**config.mk**
```make
export PLATFORM = sky130hd
export DESIGN_NAME = pmm_monitor
export DESIGN_NICKNAME = d
export VERILOG_FILES = /design/src/rtl/pmm_pkg.sv /design/src/rtl/pmm_cfg_if.sv /design/src/rtl/pmm_scan.sv /design/src/rtl/pmm_axil.sv /design/src/rtl/pmm_monitor.sv
export SDC_FILE = /design/constraint.sdc
export NUM_CORES = 1
export LEC_CHECK = 0
export BUFFER_PORTS_ARGS = -buffer_cell sky130_fd_sc_hd__clkbuf_2
export CORE_UTILIZATION = 44
export CTS_CLUSTER_DIAMETER = 150
export DETAILED_ROUTE_END_ITERATION = 8
export HOLD_SLACK_MARGIN = 0.03
export PLACE_DENSITY = 0.72
export SETUP_SLACK_MARGIN = 0.05
export SYNTH_ARGS = -nofsm -noshare
export SYNTH_HDL_FRONTEND = slang
export SYNTH_SLANG_ARGS = --single-unit
```
**constraint.sdc**
```tcl
create_clock -name aclk -period 5.7 [get_ports aclk]
set_input_delay 1.14 -clock aclk [delete_from_list [all_inputs] [get_ports aclk]]
set_output_delay 1.14 -clock aclk [all_outputs]
set_load 0.02 [all_outputs]
```
**src/rtl/pmm_pkg.sv**
```systemverilog
package pmm_pkg;

  // Clock and scan timing
  localparam int CLK_PERIOD_NS  = 50;
  localparam int SCAN_PERIOD_NS = 1000000;
  localparam int SCAN_CYCLES    = SCAN_PERIOD_NS / CLK_PERIOD_NS;
  localparam int MS_PER_SCAN    = SCAN_PERIOD_NS / 1000000;

  // Limit ranges in ms
  localparam int SKEW_MAX_S = 4;
  localparam int MUTE_MAX_MIN = 10;
  localparam logic signed [31:0] SKEW_MAX_MS = 32'(SKEW_MAX_S * 1000);
  localparam logic signed [31:0] MUTE_MAX_MS = 32'(MUTE_MAX_MIN * 60 * 1000);
  localparam logic [31:0] STEP_MS = 32'(MS_PER_SCAN);

  // Register map (byte addresses)
  localparam logic [7:0] OFS_CTRL   = 8'h00;
  localparam logic [7:0] OFS_SKEW_A = 8'h04;
  localparam logic [7:0] OFS_SKEW_B = 8'h08;
  localparam logic [7:0] OFS_MUTE   = 8'h0C;
  localparam logic [7:0] OFS_STATUS = 8'h10;
  localparam logic [7:0] OFS_DIAG   = 8'h14;
  localparam logic [31:0] CTRL_RST   = 32'h0000_0000;
  localparam logic [31:0] SKEW_RST   = 32'h0000_01F4;
  localparam logic [31:0] MUTE_RST   = 32'h0000_EA60;
  localparam int CTRL_ACTIVATE = 0;
  localparam logic [1:0] RESP_OKAY   = 2'b00;
  localparam logic [1:0] RESP_SLVERR = 2'b10;

  // Diagnostic codes
  localparam logic [15:0] CODE_IDLE   = 16'h0000;
  localparam logic [15:0] CODE_RESET1 = 16'hC001;
  localparam logic [15:0] CODE_RESET2 = 16'hC002;
  localparam logic [15:0] CODE_LAMP   = 16'hC003;
  localparam logic [15:0] CODE_PARAM  = 16'hC005;
  localparam logic [15:0] CODE_MUTE   = 16'hC006;
  localparam logic [15:0] CODE_SKEW_A = 16'hC007;
  localparam logic [15:0] CODE_SKEW_B = 16'hC008;
  localparam logic [3:0]  SEQ_HEAD    = 4'hC;
  localparam logic [3:0]  SEQ_TAIL    = 4'h4;
  localparam logic [3:0]  DIG_PERMIT  = 4'hF;

  typedef enum logic [4:0] {
    ST_IDLE = 5'b00000, ST_INIT = 5'b00001, ST_WAIT = 5'b00011, ST_FREE = 5'b00010,
    ST_F11  = 5'b00110, ST_F311 = 5'b00111, ST_F12  = 5'b00101, ST_F14  = 5'b00100,
    ST_F314 = 5'b01100, ST_F21  = 5'b01101, ST_B122 = 5'b01111, ST_B422 = 5'b01110,
    ST_B121 = 5'b01010, ST_B114 = 5'b01011, ST_B414 = 5'b01001, ST_B112 = 5'b01000,
    ST_ERR  = 5'b11000
  } pmm_state_t;

endpackage : pmm_pkg

```
**src/rtl/pmm_cfg_if.sv**
```systemverilog
`timescale 1ns/1ps
interface pmm_cfg_if;
  import pmm_pkg::*;
  logic               activate;
  logic signed [31:0] skew_a_lim;
  logic signed [31:0] skew_b_lim;
  logic signed [31:0] mute_lim;
  pmm_state_t         state;
  logic [3:0]         flags;
  logic [15:0]        diag;
  modport regs (output activate, skew_a_lim, skew_b_lim, mute_lim, input state, flags, diag);
  modport core (input activate, skew_a_lim, skew_b_lim, mute_lim, output state, flags, diag);
endinterface : pmm_cfg_if

```
**src/rtl/pmm_scan.sv**
```systemverilog
`timescale 1ns/1ps
module pmm_scan #(
  parameter int CYCLES = pmm_pkg::SCAN_CYCLES
) (
  // Clock and reset
  input  wire logic aclk,
  input  wire logic aresetn,
  // Scan enable
  output logic      tick
);
  import pmm_pkg::*;

  logic [31:0] cnt_q;
  wire         wrap = (cnt_q == 32'(CYCLES - 1));

  always_ff @(posedge aclk) begin
    if (!aresetn) begin
      cnt_q <= '0;
      tick  <= 1'b0;
    end else begin
      cnt_q <= wrap ? '0 : cnt_q + 32'd1;
      tick  <= wrap;
    end
  end
endmodule : pmm_scan

```
**src/rtl/pmm_axil.sv**
```systemverilog
`timescale 1ns/1ps
module pmm_axil (
  // Clock and reset
  input  wire logic        aclk,
  input  wire logic        aresetn,
  // AXI4-Lite slave
  input  wire logic [7:0]  s_axi_awaddr,
  input  wire logic        s_axi_awvalid,
  output logic             s_axi_awready,
  input  wire logic [31:0] s_axi_wdata,
  input  wire logic [3:0]  s_axi_wstrb,
  input  wire logic        s_axi_wvalid,
  output logic             s_axi_wready,
  output logic [1:0]       s_axi_bresp,
  output logic             s_axi_bvalid,
  input  wire logic        s_axi_bready,
  input  wire logic [7:0]  s_axi_araddr,
  input  wire logic        s_axi_arvalid,
  output logic             s_axi_arready,
  output logic [31:0]      s_axi_rdata,
  output logic [1:0]       s_axi_rresp,
  output logic             s_axi_rvalid,
  input  wire logic        s_axi_rready,
  // Core side
  pmm_cfg_if.regs          cfg
);
  import pmm_pkg::*;

  function automatic logic [31:0] merge(input logic [31:0] old, input logic [31:0] nw,
                                        input logic [3:0] be);
    for (int i = 0; i < 4; i++) begin
      if (be[i]) old[i*8 +: 8] = nw[i*8 +: 8];
    end
    return old;
  endfunction : merge

  logic [31:0] ctrl_q, skew_a_q, skew_b_q, mute_q;
  logic [7:0]  wa_q;
  logic [31:0] wd_q;
  logic [3:0]  ws_q;
  logic        aw_got_q, w_got_q;

  wire do_wr  = aw_got_q && w_got_q && !s_axi_bvalid;
  wire wr_hit = (wa_q == OFS_CTRL) || (wa_q == OFS_SKEW_A) || (wa_q == OFS_SKEW_B)
                || (wa_q == OFS_MUTE);
  wire rd_go  = s_axi_arvalid && s_axi_arready;
  wire rd_hit = (s_axi_araddr == OFS_STATUS) || (s_axi_araddr == OFS_DIAG)
                || (s_axi_araddr == OFS_CTRL) || (s_axi_araddr == OFS_SKEW_A)
                || (s_axi_araddr == OFS_SKEW_B) || (s_axi_araddr == OFS_MUTE);
  wire [31:0] rd_val =
      (s_axi_araddr == OFS_CTRL)   ? ctrl_q :
      (s_axi_araddr == OFS_SKEW_A) ? skew_a_q :
      (s_axi_araddr == OFS_SKEW_B) ? skew_b_q :
      (s_axi_araddr == OFS_MUTE)   ? mute_q :
      (s_axi_araddr == OFS_STATUS) ? {23'h00_0000, cfg.state, cfg.flags} :
      (s_axi_araddr == OFS_DIAG)   ? {16'h0000, cfg.diag} : 32'h0000_0000;

  assign cfg.activate   = ctrl_q[CTRL_ACTIVATE];
  assign cfg.skew_a_lim = skew_a_q;
  assign cfg.skew_b_lim = skew_b_q;
  assign cfg.mute_lim   = mute_q;

  always_ff @(posedge aclk) begin
    if (!aresetn) begin
      aw_got_q <= 1'b0; w_got_q <= 1'b0; wa_q <= '0; wd_q <= '0; ws_q <= '0;
      s_axi_awready <= 1'b0; s_axi_wready <= 1'b0;
      s_axi_bvalid  <= 1'b0; s_axi_bresp  <= RESP_OKAY;
    end else begin
      s_axi_awready <= !aw_got_q && !(s_axi_awvalid && s_axi_awready);
      s_axi_wready  <= !w_got_q && !(s_axi_wvalid && s_axi_wready);
      if (s_axi_awvalid && s_axi_awready) begin
        aw_got_q <= 1'b1; wa_q <= s_axi_awaddr;
      end
      if (s_axi_wvalid && s_axi_wready) begin
        w_got_q <= 1'b1; wd_q <= s_axi_wdata; ws_q <= s_axi_wstrb;
      end
      if (do_wr) begin
        s_axi_bvalid <= 1'b1;
        s_axi_bresp  <= wr_hit ? RESP_OKAY : RESP_SLVERR;
      end else if (s_axi_bvalid && s_axi_bready) begin
        s_axi_bvalid <= 1'b0; aw_got_q <= 1'b0; w_got_q <= 1'b0;
      end
    end
  end

  always_ff @(posedge aclk) begin
    if (!aresetn) begin
      ctrl_q <= CTRL_RST; skew_a_q <= SKEW_RST; skew_b_q <= SKEW_RST; mute_q <= MUTE_RST;
    end else if (do_wr) begin
      if (wa_q == OFS_CTRL)   ctrl_q   <= merge(ctrl_q, wd_q, ws_q);
      if (wa_q == OFS_SKEW_A) skew_a_q <= merge(skew_a_q, wd_q, ws_q);
      if (wa_q == OFS_SKEW_B) skew_b_q <= merge(skew_b_q, wd_q, ws_q);
      if (wa_q == OFS_MUTE)   mute_q   <= merge(mute_q, wd_q, ws_q);
    end
  end

  always_ff @(posedge aclk) begin
    if (!aresetn) begin
      s_axi_arready <= 1'b0; s_axi_rvalid <= 1'b0;
      s_axi_rdata <= '0; s_axi_rresp <= RESP_OKAY;
    end else begin
      s_axi_arready <= !s_axi_rvalid && !rd_go;
      if (rd_go) begin
        s_axi_rvalid <= 1'b1;
        s_axi_rdata  <= rd_val;
        s_axi_rresp  <= rd_hit ? RESP_OKAY : RESP_SLVERR;
      end else if (s_axi_rvalid && s_axi_rready) begin
        s_axi_rvalid <= 1'b0;
      end
    end
  end
endmodule : pmm_axil

```
**src/rtl/pmm_monitor.sv**
```systemverilog
// Summary of operation
// - Skew limit outside zero to four seconds errors.
// - Duration limit outside zero to ten minutes errors.
// - Pair activation gap beyond its limit errors.
// - Muting held beyond duration limit errors.
// - Illegal sensor change order is an error.
// - Sequence starting without permit is an error.
// - Lamp reporting failure gives lamp error C003.
// - Reset already high in init/wait errors.
// - Error drops both outputs, flags, keeps ready.
// - Resume only after clearing and operator reset.
// - Reset high on init entry gives C001.
// - Reset high on wait entry gives C002.
// - Sequence code is C, state, sensors, 4.
// - Forward states map to digits one to six.
// - Backward states map to digits seven to C.
// - Missing permit when leaving the free state uses state digit F.
// - Sensor nibble holds sensors, a1 low, b2 high.
// - Out-of-range limits report C005.
// - Muting beyond duration limit reports C006.
// - Pair skew timeouts report C007 and C008.
//
// Implementation choices: the AXI4-Lite slave port and the register addresses.
`timescale 1ns/1ps
module pmm_monitor #(
  parameter int SCAN_CYCLES = pmm_pkg::SCAN_CYCLES
) (
  // Clock and reset
  input  wire logic        aclk,
  input  wire logic        aresetn,
  // AXI4-Lite write address
  input  wire logic [7:0]  s_axi_awaddr,
  input  wire logic        s_axi_awvalid,
  output logic             s_axi_awready,
  // AXI4-Lite write data and response
  input  wire logic [31:0] s_axi_wdata,
  input  wire logic [3:0]  s_axi_wstrb,
  input  wire logic        s_axi_wvalid,
  output logic             s_axi_wready,
  output logic [1:0]       s_axi_bresp,
  output logic             s_axi_bvalid,
  input  wire logic        s_axi_bready,
  // AXI4-Lite read
  input  wire logic [7:0]  s_axi_araddr,
  input  wire logic        s_axi_arvalid,
  output logic             s_axi_arready,
  output logic [31:0]      s_axi_rdata,
  output logic [1:0]       s_axi_rresp,
  output logic             s_axi_rvalid,
  input  wire logic        s_axi_rready,
  // Muting sensors and field inputs
  input  wire logic        sensor_a1,
  input  wire logic        sensor_a2,
  input  wire logic        sensor_b1,
  input  wire logic        sensor_b2,
  input  wire logic        muting_permit,
  input  wire logic        lamp_ok_in,
  input  wire logic        op_reset_in,
  // Safety outputs and diagnostics
  output logic             ready_out,
  output logic             error_out,
  output logic             guard_release_out,
  output logic             muting_active_out,
  output logic [15:0]      diagnostic_code
);
  import pmm_pkg::*;

  function automatic logic [3:0] state_digit(input pmm_state_t st);
    case (st)
      ST_F11:  return 4'h1;
      ST_F311: return 4'h2;
      ST_F12:  return 4'h3;
      ST_F14:  return 4'h4;
      ST_F314: return 4'h5;
      ST_F21:  return 4'h6;
      ST_B122: return 4'h7;
      ST_B422: return 4'h8;
      ST_B121: return 4'h9;
      ST_B114: return 4'hA;
      ST_B414: return 4'hB;
      ST_B112: return 4'hC;
      default: return 4'h0;
    endcase
  endfunction : state_digit

  function automatic logic [15:0] state_code(input pmm_state_t st);
    case (st)
      ST_INIT: return 16'h8001;
      ST_WAIT: return 16'h8003;
      ST_FREE: return 16'h8000;
      ST_F11:  return 16'h8011;
      ST_F311: return 16'h8311;
      ST_F12:  return 16'h8012;
      ST_F14:  return 16'h8014;
      ST_F314: return 16'h8314;
      ST_F21:  return 16'h8021;
      ST_B122: return 16'h8122;
      ST_B422: return 16'h8422;
      ST_B121: return 16'h8121;
      ST_B114: return 16'h8114;
      ST_B414: return 16'h8414;
      ST_B112: return 16'h8112;
      default: return CODE_IDLE;
    endcase
  endfunction : state_code

  function automatic logic in_range(input logic signed [31:0] v,
                                    input logic signed [31:0] hi);
    return (v >= 32'sh0000_0000) && (v <= hi);
  endfunction : in_range

  pmm_cfg_if cfg ();
  logic      tick;

  pmm_axil u_regs (
    .aclk          (aclk),
    .aresetn       (aresetn),
    .s_axi_awaddr  (s_axi_awaddr),
    .s_axi_awvalid (s_axi_awvalid),
    .s_axi_awready (s_axi_awready),
    .s_axi_wdata   (s_axi_wdata),
    .s_axi_wstrb   (s_axi_wstrb),
    .s_axi_wvalid  (s_axi_wvalid),
    .s_axi_wready  (s_axi_wready),
    .s_axi_bresp   (s_axi_bresp),
    .s_axi_bvalid  (s_axi_bvalid),
    .s_axi_bready  (s_axi_bready),
    .s_axi_araddr  (s_axi_araddr),
    .s_axi_arvalid (s_axi_arvalid),
    .s_axi_arready (s_axi_arready),
    .s_axi_rdata   (s_axi_rdata),
    .s_axi_rresp   (s_axi_rresp),
    .s_axi_rvalid  (s_axi_rvalid),
    .s_axi_rready  (s_axi_rready),
    .cfg           (cfg.regs)
  );

  pmm_scan #(.CYCLES(SCAN_CYCLES)) u_scan (
    .aclk    (aclk),
    .aresetn (aresetn),
    .tick    (tick)
  );

  pmm_state_t  state_q, state_d;
  logic [15:0] err_code_q, err_code_d;
  logic [3:0]  prev_q;
  logic        rst_prev_q;
  logic [31:0] skew_q, mute_q;

  // Sensor levels and per-scan edges
  wire [3:0] lvl  = {sensor_b2, sensor_b1, sensor_a2, sensor_a1};
  wire [3:0] rise = lvl & ~prev_q;
  wire [3:0] fall = ~lvl & prev_q;
  wire       sensor_a1_level = lvl[0];
  wire       sensor_a2_level = lvl[1];
  wire       sensor_b1_level = lvl[2];
  wire       sensor_b2_level = lvl[3];
  wire       any_rise = |rise;
  wire       rst_rise = op_reset_in && !rst_prev_q;
  wire       rst_stuck = op_reset_in && rst_prev_q;

  wire params_ok = in_range(cfg.skew_a_lim, SKEW_MAX_MS)
                   && in_range(cfg.skew_b_lim, SKEW_MAX_MS)
                   && in_range(cfg.mute_lim, MUTE_MAX_MS);

  // Phase groupings
  wire seq_st  = (state_q != ST_IDLE) && (state_q != ST_INIT) && (state_q != ST_WAIT)
                 && (state_q != ST_FREE) && (state_q != ST_ERR);
  wire skew_a_st = (state_q == ST_F11) || (state_q == ST_F311)
                   || (state_q == ST_B114) || (state_q == ST_B414);
  wire skew_b_st = (state_q == ST_F14) || (state_q == ST_F314)
                   || (state_q == ST_B122) || (state_q == ST_B422);
  wire mute_st = seq_st && !skew_a_st && !skew_b_st || (state_q == ST_F14)
                 || (state_q == ST_F314) || (state_q == ST_B114) || (state_q == ST_B414);

  // Timeouts against the configured limits, in ms
  wire skew_to = skew_a_st && ($signed(skew_q) > cfg.skew_a_lim)
                 || skew_b_st && ($signed(skew_q) > cfg.skew_b_lim);
  wire mute_to = seq_st && ($signed(mute_q) > cfg.mute_lim);

  // Illegal patterns in the free state
  wire both_pairs = (sensor_a1_level || sensor_a2_level)
                    && (sensor_b1_level || sensor_b2_level);
  wire half_a = rise[0] && lvl[1] && !rise[1] || rise[1] && lvl[0] && !rise[0];
  wire half_b = rise[2] && lvl[3] && !rise[3] || rise[3] && lvl[2] && !rise[2];
  wire held_a = lvl[0] && !rise[0] && lvl[1] && !rise[1];
  wire held_b = lvl[2] && !rise[2] && lvl[3] && !rise[3];
  wire bad_free = both_pairs || half_a || half_b || held_a || held_b;

  // Illegal patterns per sequence state
  logic bad_seq;
  always_comb begin
    case (state_q)
      ST_FREE: bad_seq = bad_free;
      ST_F11:  bad_seq = !muting_permit || !lvl[0] || lvl[2] || lvl[3];
      ST_F311: bad_seq = !muting_permit || !lvl[1] || lvl[2] || lvl[3];
      ST_F12:  bad_seq = !lvl[0] || !lvl[1];
      ST_F14:  bad_seq = !lvl[0] || !lvl[1] || !lvl[2];
      ST_F314: bad_seq = !lvl[0] || !lvl[1] || !lvl[3];
      ST_F21:  bad_seq = any_rise;
      ST_B122: bad_seq = !muting_permit || lvl[0] || lvl[1] || !lvl[2];
      ST_B422: bad_seq = !muting_permit || lvl[0] || lvl[1] || !lvl[3];
      ST_B121: bad_seq = !lvl[2] || !lvl[3];
      ST_B114: bad_seq = !lvl[2] || !lvl[3] || !lvl[0];
      ST_B414: bad_seq = !lvl[2] || !lvl[3] || !lvl[1];
      ST_B112: bad_seq = any_rise;
      default: bad_seq = 1'b0;
    endcase
  end

  wire no_permit = (state_q == ST_FREE) && any_rise && !muting_permit;
  wire [3:0] seq_digit = bad_seq ? state_digit(state_q) : DIG_PERMIT;
  wire [15:0] seq_code = {SEQ_HEAD, seq_digit, lvl, SEQ_TAIL};
  wire lamp_bad = mute_st && !lamp_ok_in;
  // Leaving the error needs every cause gone, so a retry cannot re-mute into it
  // Reset may stay high here: a stuck button is then caught in the wait state
  // Only a fresh reset edge in the wait state restarts the free state
  wire err_clear = params_ok && lamp_ok_in && (lvl == 4'h0);

  // Normal transitions
  pmm_state_t seq_next;
  always_comb begin
    seq_next = state_q;
    case (state_q)
      ST_FREE: begin
        if (rise[0] && rise[1]) seq_next = ST_F12;
        else if (rise[0]) seq_next = ST_F11;
        else if (rise[1]) seq_next = ST_F311;
        else if (rise[2] && rise[3]) seq_next = ST_B121;
        else if (rise[2]) seq_next = ST_B122;
        else if (rise[3]) seq_next = ST_B422;
      end
      ST_F11:  if (rise[1]) seq_next = ST_F12;
      ST_F311: if (rise[0]) seq_next = ST_F12;
      ST_F12: begin
        if (&lvl) seq_next = ST_F21;
        else if (rise[2]) seq_next = ST_F14;
        else if (rise[3]) seq_next = ST_F314;
      end
      ST_F14:  if (rise[3]) seq_next = ST_F21;
      ST_F314: if (rise[2]) seq_next = ST_F21;
      ST_F21:  if (!lvl[0] && !lvl[1] && (fall[2] || fall[3])) seq_next = ST_FREE;
      ST_B122: if (rise[3]) seq_next = ST_B121;
      ST_B422: if (rise[2]) seq_next = ST_B121;
      ST_B121: begin
        if (&lvl) seq_next = ST_B112;
        else if (rise[0]) seq_next = ST_B114;
        else if (rise[1]) seq_next = ST_B414;
      end
      ST_B114: if (rise[1]) seq_next = ST_B112;
      ST_B414: if (rise[0]) seq_next = ST_B112;
      ST_B112: if (!lvl[2] && !lvl[3] && (fall[0] || fall[1])) seq_next = ST_FREE;
      default: seq_next = state_q;
    endcase
  end

  // Error priority: parameters, sequence, timers, lamp; first one latched
  always_comb begin
    state_d    = state_q;
    err_code_d = err_code_q;
    if (!cfg.activate) begin
      state_d = ST_IDLE;
    end else if (tick) begin
      case (state_q)
        ST_IDLE: state_d = ST_INIT;
        ST_ERR: if (err_clear) state_d = ST_WAIT;
        default: begin
          state_d = (state_q == ST_INIT || state_q == ST_WAIT) ? state_q : seq_next;
          if (!params_ok) begin
            state_d = ST_ERR; err_code_d = CODE_PARAM;
          end else if (state_q == ST_INIT) begin
            if (rst_stuck) begin
              state_d = ST_ERR; err_code_d = CODE_RESET1;
            end else if (rst_rise) state_d = ST_FREE;
          end else if (state_q == ST_WAIT) begin
            if (rst_stuck) begin
              state_d = ST_ERR; err_code_d = CODE_RESET2;
            end else if (rst_rise) state_d = ST_FREE;
          end else if (bad_seq || no_permit) begin
            state_d = ST_ERR; err_code_d = seq_code;
          end else if (skew_to) begin
            state_d = ST_ERR;
            err_code_d = skew_a_st ? CODE_SKEW_A : CODE_SKEW_B;
          end else if (mute_to) begin
            state_d = ST_ERR; err_code_d = CODE_MUTE;
          end else if (lamp_bad) begin
            state_d = ST_ERR; err_code_d = CODE_LAMP;
          end
        end
      endcase
    end
  end

  always_ff @(posedge aclk) begin
    if (!aresetn) begin
      state_q <= ST_IDLE; err_code_q <= CODE_IDLE; prev_q <= 4'h0; rst_prev_q <= 1'b0;
    end else begin
      state_q    <= state_d;
      err_code_q <= err_code_d;
      if (tick) begin
        prev_q     <= lvl;
        rst_prev_q <= op_reset_in;
      end
    end
  end

  // Timers advance once per scan; a phase change restarts the skew count
  always_ff @(posedge aclk) begin
    if (!aresetn) begin
      skew_q <= '0; mute_q <= '0;
    end else if (tick) begin
      skew_q <= ((skew_a_st || skew_b_st) && state_d == state_q) ? skew_q + STEP_MS : '0;
      mute_q <= (seq_st && state_d != ST_FREE) ? mute_q + STEP_MS : '0;
    end
  end

  // Registered outputs follow the next state
  wire d_err  = (state_d == ST_ERR);
  wire d_run  = (state_d != ST_IDLE) && (state_d != ST_INIT) && (state_d != ST_WAIT) && !d_err;
  wire d_mute = d_run && (state_d != ST_FREE) && (state_d != ST_F11) && (state_d != ST_F311)
                && (state_d != ST_B122) && (state_d != ST_B422);

  always_ff @(posedge aclk) begin
    if (!aresetn) begin
      ready_out <= 1'b0; error_out <= 1'b0; guard_release_out <= 1'b0;
      muting_active_out <= 1'b0; diagnostic_code <= CODE_IDLE;
    end else begin
      ready_out         <= (state_d != ST_IDLE);
      error_out         <= d_err;
      guard_release_out <= d_run;
      muting_active_out <= d_mute;
      diagnostic_code   <= d_err ? err_code_d : state_code(state_d);
    end
  end

  assign cfg.state = state_q;
  assign cfg.flags = {muting_active_out, guard_release_out, error_out, ready_out};
  assign cfg.diag  = diagnostic_code;

endmodule : pmm_monitor

```
==> results.md <==
- Status: complete, no violations
- Worst hold start: u_regs.s_axi_rdata[29]
- Area leader, netlist: dfxtp_1
- Max-cap viol count: 0
- Clock network fraction of design power: 0.499
- Standard-cell row count: 75
- Clock transition at the registers of the reported paths: 0.06 ns
- Number of remaining DRC errors: 0
- I/O Buffers: about 120
- Worst r2r dst: mute_q[24]
- Wirelength per Cell: 19.23 um
- Slowest cell on crit path: a2111oi_0
- Vias per Instance: 5.951
- Synth async-reset ratio: 0
- Crit path time final: 5.024 ns
- Nets@finish: approximately 2600
- Final hold vios: 0
- Number of global-route vias before repair: between 15000 and 20000
- Tightest Pin Transition: 1.235 ns
- Overflow after GRT: 0
- Final non-filler cell total: roughly 3100
- Sink Count: 360
- Most frequent cells in the layout: nand2_1, dfxtp_1, a21oi_1
- 1st-pass router iterations: 6
- DRT antenna net count: 0
- Crit path max fanout: 30
- Unrepaired setup endpoints after global routing: no
- Initial antenna violation count: 0
- Synth top area cells: dfxtp_1, nand2_1, ha_1
- Ant. Diodes: 0
- Post-synth EDFFs: 0
- Netlist Area Pre-Place: 0.01905 mm2
- Max H-tree Level: 2
- Final setup violation count: 0
- Initial Util: 0.4501
- Setup TNS: 0 ns
- Hold depth: 2
- Total Wirelength: between 50000 and 60000 um
- Multi-input logic area: approximately 0.011 mm2
- Clk_skew: ~0.028 ns
- # fillers: 4014
- Switching share of power: 0.2274
- Sequential cell area: 0.007207 mm2
- First-pass GRT wire length: 94360 um
- Area Overhead vs Synth: 12.84%
- Die area: about 0.044 mm2
- Synth warn: 0
- Commonest non-fill, non-tap cell in the layout: nand2_1
- CP Class: flop to flop
- Core area: 0.04232 mm2
- Post-Syn Instances: 2417
- Hold WS: 0.4524 ns
- Main synth FF type: dfxtp_1
- Comb power frac: 0.036
- Worst VDD drop: around 250 uV
- Critical R2R Launch: u_regs.cfg.skew_b_lim[12]
- Dpl cells: ~3000
- Yosys top cell area share: 0.3783
- Dpl hpwl: 43160 um
- Leak pwr: 8.170 nW
- Fin area: 0.02149 mm2
- Synthesis-stage register bit count: 360
- Syn_area_per_cell: 7.881 um2
- Chip width: 210.1 um
- Max incr delay on CP: 0.81 ns
- Hold buffer count at cts: 0
- Max Root-Sink Buffers: 3
- Psw: 1.254 mW
- Detailed Route Iter0 Violations: 1711
- Worst hold path type: flop to flop
- Fmax: 0.1990 GHz
- Rel. slew slack: 0.1765
- Post-CTS Setup Bufs: 0
- Vias: 18340
- Clock root buffer: clkbuf_16
- Max-slew violations: 0
- R2R Setup Slk: 0.68 ns
- GPL Wtd Cong: between 0.9 and 1
- Share of cells above drive strength 1: 0.09900
- Crit path required time: slightly above 6 ns
- Pint: 4.261 mW
- Hold path endpoint: u_regs.s_axi_rdata[29]
- Worst setup EP type: flop
- Pin count of the biggest net entering global routing: 121
- CTS tree: built
- GRT Total Usage: 0.2659
- Critical Path AT: 5.48 ns
- TritonCTS Buffers: 39
- Critical path launch point type: flop
- Cell chain of the critical path: nor4_1, nand4_1, nor3_1, nand4_1, a2111o_1, a2111oi_0, nand3_1, o211ai_1, nor4_2, buf_4, nor3_1
- Reg2Reg Depth: 11
- DP Area: 0.02011 mm2
- Final worst path period share: 0.8814
- Core Util, Final: 0.5079
- Clock latency on the worst-skew pair: between 0.5 and 0.6 ns
- IO Pins: 127
- Pwr dens: 256.6 mW/mm2
- Seq/Total Area, Yosys: 0.3783
- Sequential Power Share: 0.465
- Library cells used by synthesis: 81
- DIE HEIGHT: between 200 and 250 um
- Resized Gates After CTS: 0
-- worst max path at each step --
stage	start	end	slack, ns	cells past startpoint
4_1_cts	u_regs.cfg.mute_lim[31]	diagnostic_code[15]	0.72	14
5_1_grt	u_regs.cfg.mute_lim[31]	diagnostic_code[15]	0.37	14
3_3_place_gp	sensor_a1	mute_q[26]	0.50	15
2_1_floorplan	sensor_a1	mute_q[12]	1.15	16
3_5_place_dp	sensor_a1	mute_q[20]	0.30	15
6_report	u_regs.cfg.skew_b_lim[12]	mute_q[24]	0.68	11
-- layout make-up --
class,count,share of cell area
clock buffers,52,0.05053
clock inverters,18,0.01391
inverters,121,0.02136
multi-input cells,1801,0.5063
flip-flops and latches,360,0.3353
well taps,577,0.03359
repair buffers,153,0.03900
-- metal layers --
layer,up-vias,GRT usage,routed length [um]
met3,111,0.04127,4435
met1,8748,0.3568,25890
li1,8679,-,-
met4,0,0.1072,1829
met5,-,0,0
met2,802,0.4266,27120
-- cells by family after synthesis --
group,Yosys count,synth area share
compound gates,504,0.1619
other cells,1,0.0001969
fa+ha+maj,107,0.07028
buf+inv,257,0.05229
xor+xnor,85,0.03908
flops,360,0.3783
simple gates,1040,0.2598
mux,63,0.03810
-- through the flow --
stage / setup slack [ns] / total power [mW]
6_report: 0.6758 / 5.515
5_1_grt: 0.3720 / 5.672
4_1_cts: 0.7170 / 5.537
3_5_place_dp: 0.3036 / 2.815
3_3_place_gp: 0.4978 / 2.812
2_1_floorplan: 1.145 / 2.737
-- worst max-delay path, delay by kind of cell, from the launching register on --
family                 cells  cell delay [ns]
flip-flops                 1             0.38
buffers and inverters      1             0.27
AND/OR/NAND/NOR            7             2.48
AO/OA/AOI/OAI              3             1.76
-- Yosys cell counts (27+ instances only) --
master and instances:
dfxtp_1 360, nor3_1 82, nand3_1 187, xnor2_1 27, clkbuf_1 113, nand2_1 394
nor4_1 38, inv_1 118, and3_1 34, o21ai_0 110, mux2i_1 50, nand4_1 58
xor2_1 58, a21oi_1 219, nor2_1 133, ha_1 107
-- power groups by stage --
stage	combinational [mW]	sequential, mW	clock [mW]
2_1_floorplan	0.125	2.61	0
4_1_cts	0.195	2.57	2.78
3_5_place_dp	0.194	2.62	0
3_3_place_gp	0.191	2.62	0
6_report	0.198	2.57	2.75
5_1_grt	0.215	2.57	2.89
-- sequential cells by signal (all words and copies together), names as in the netlist, 16 cells and up, named ones only --
name / count
u_scan.cnt_q: 32
u_regs.s_axi_rdata: 32
skew_q: 32
u_regs.ctrl_q: 32
err_code_q: 16
mute_q: 32
diagnostic_code: 16
u_regs.cfg.mute_lim: 32
u_regs.cfg.skew_a_lim: 32
u_regs.cfg.skew_b_lim: 32
u_regs.wd_q: 32
Power figures use the tool's default switching activity.
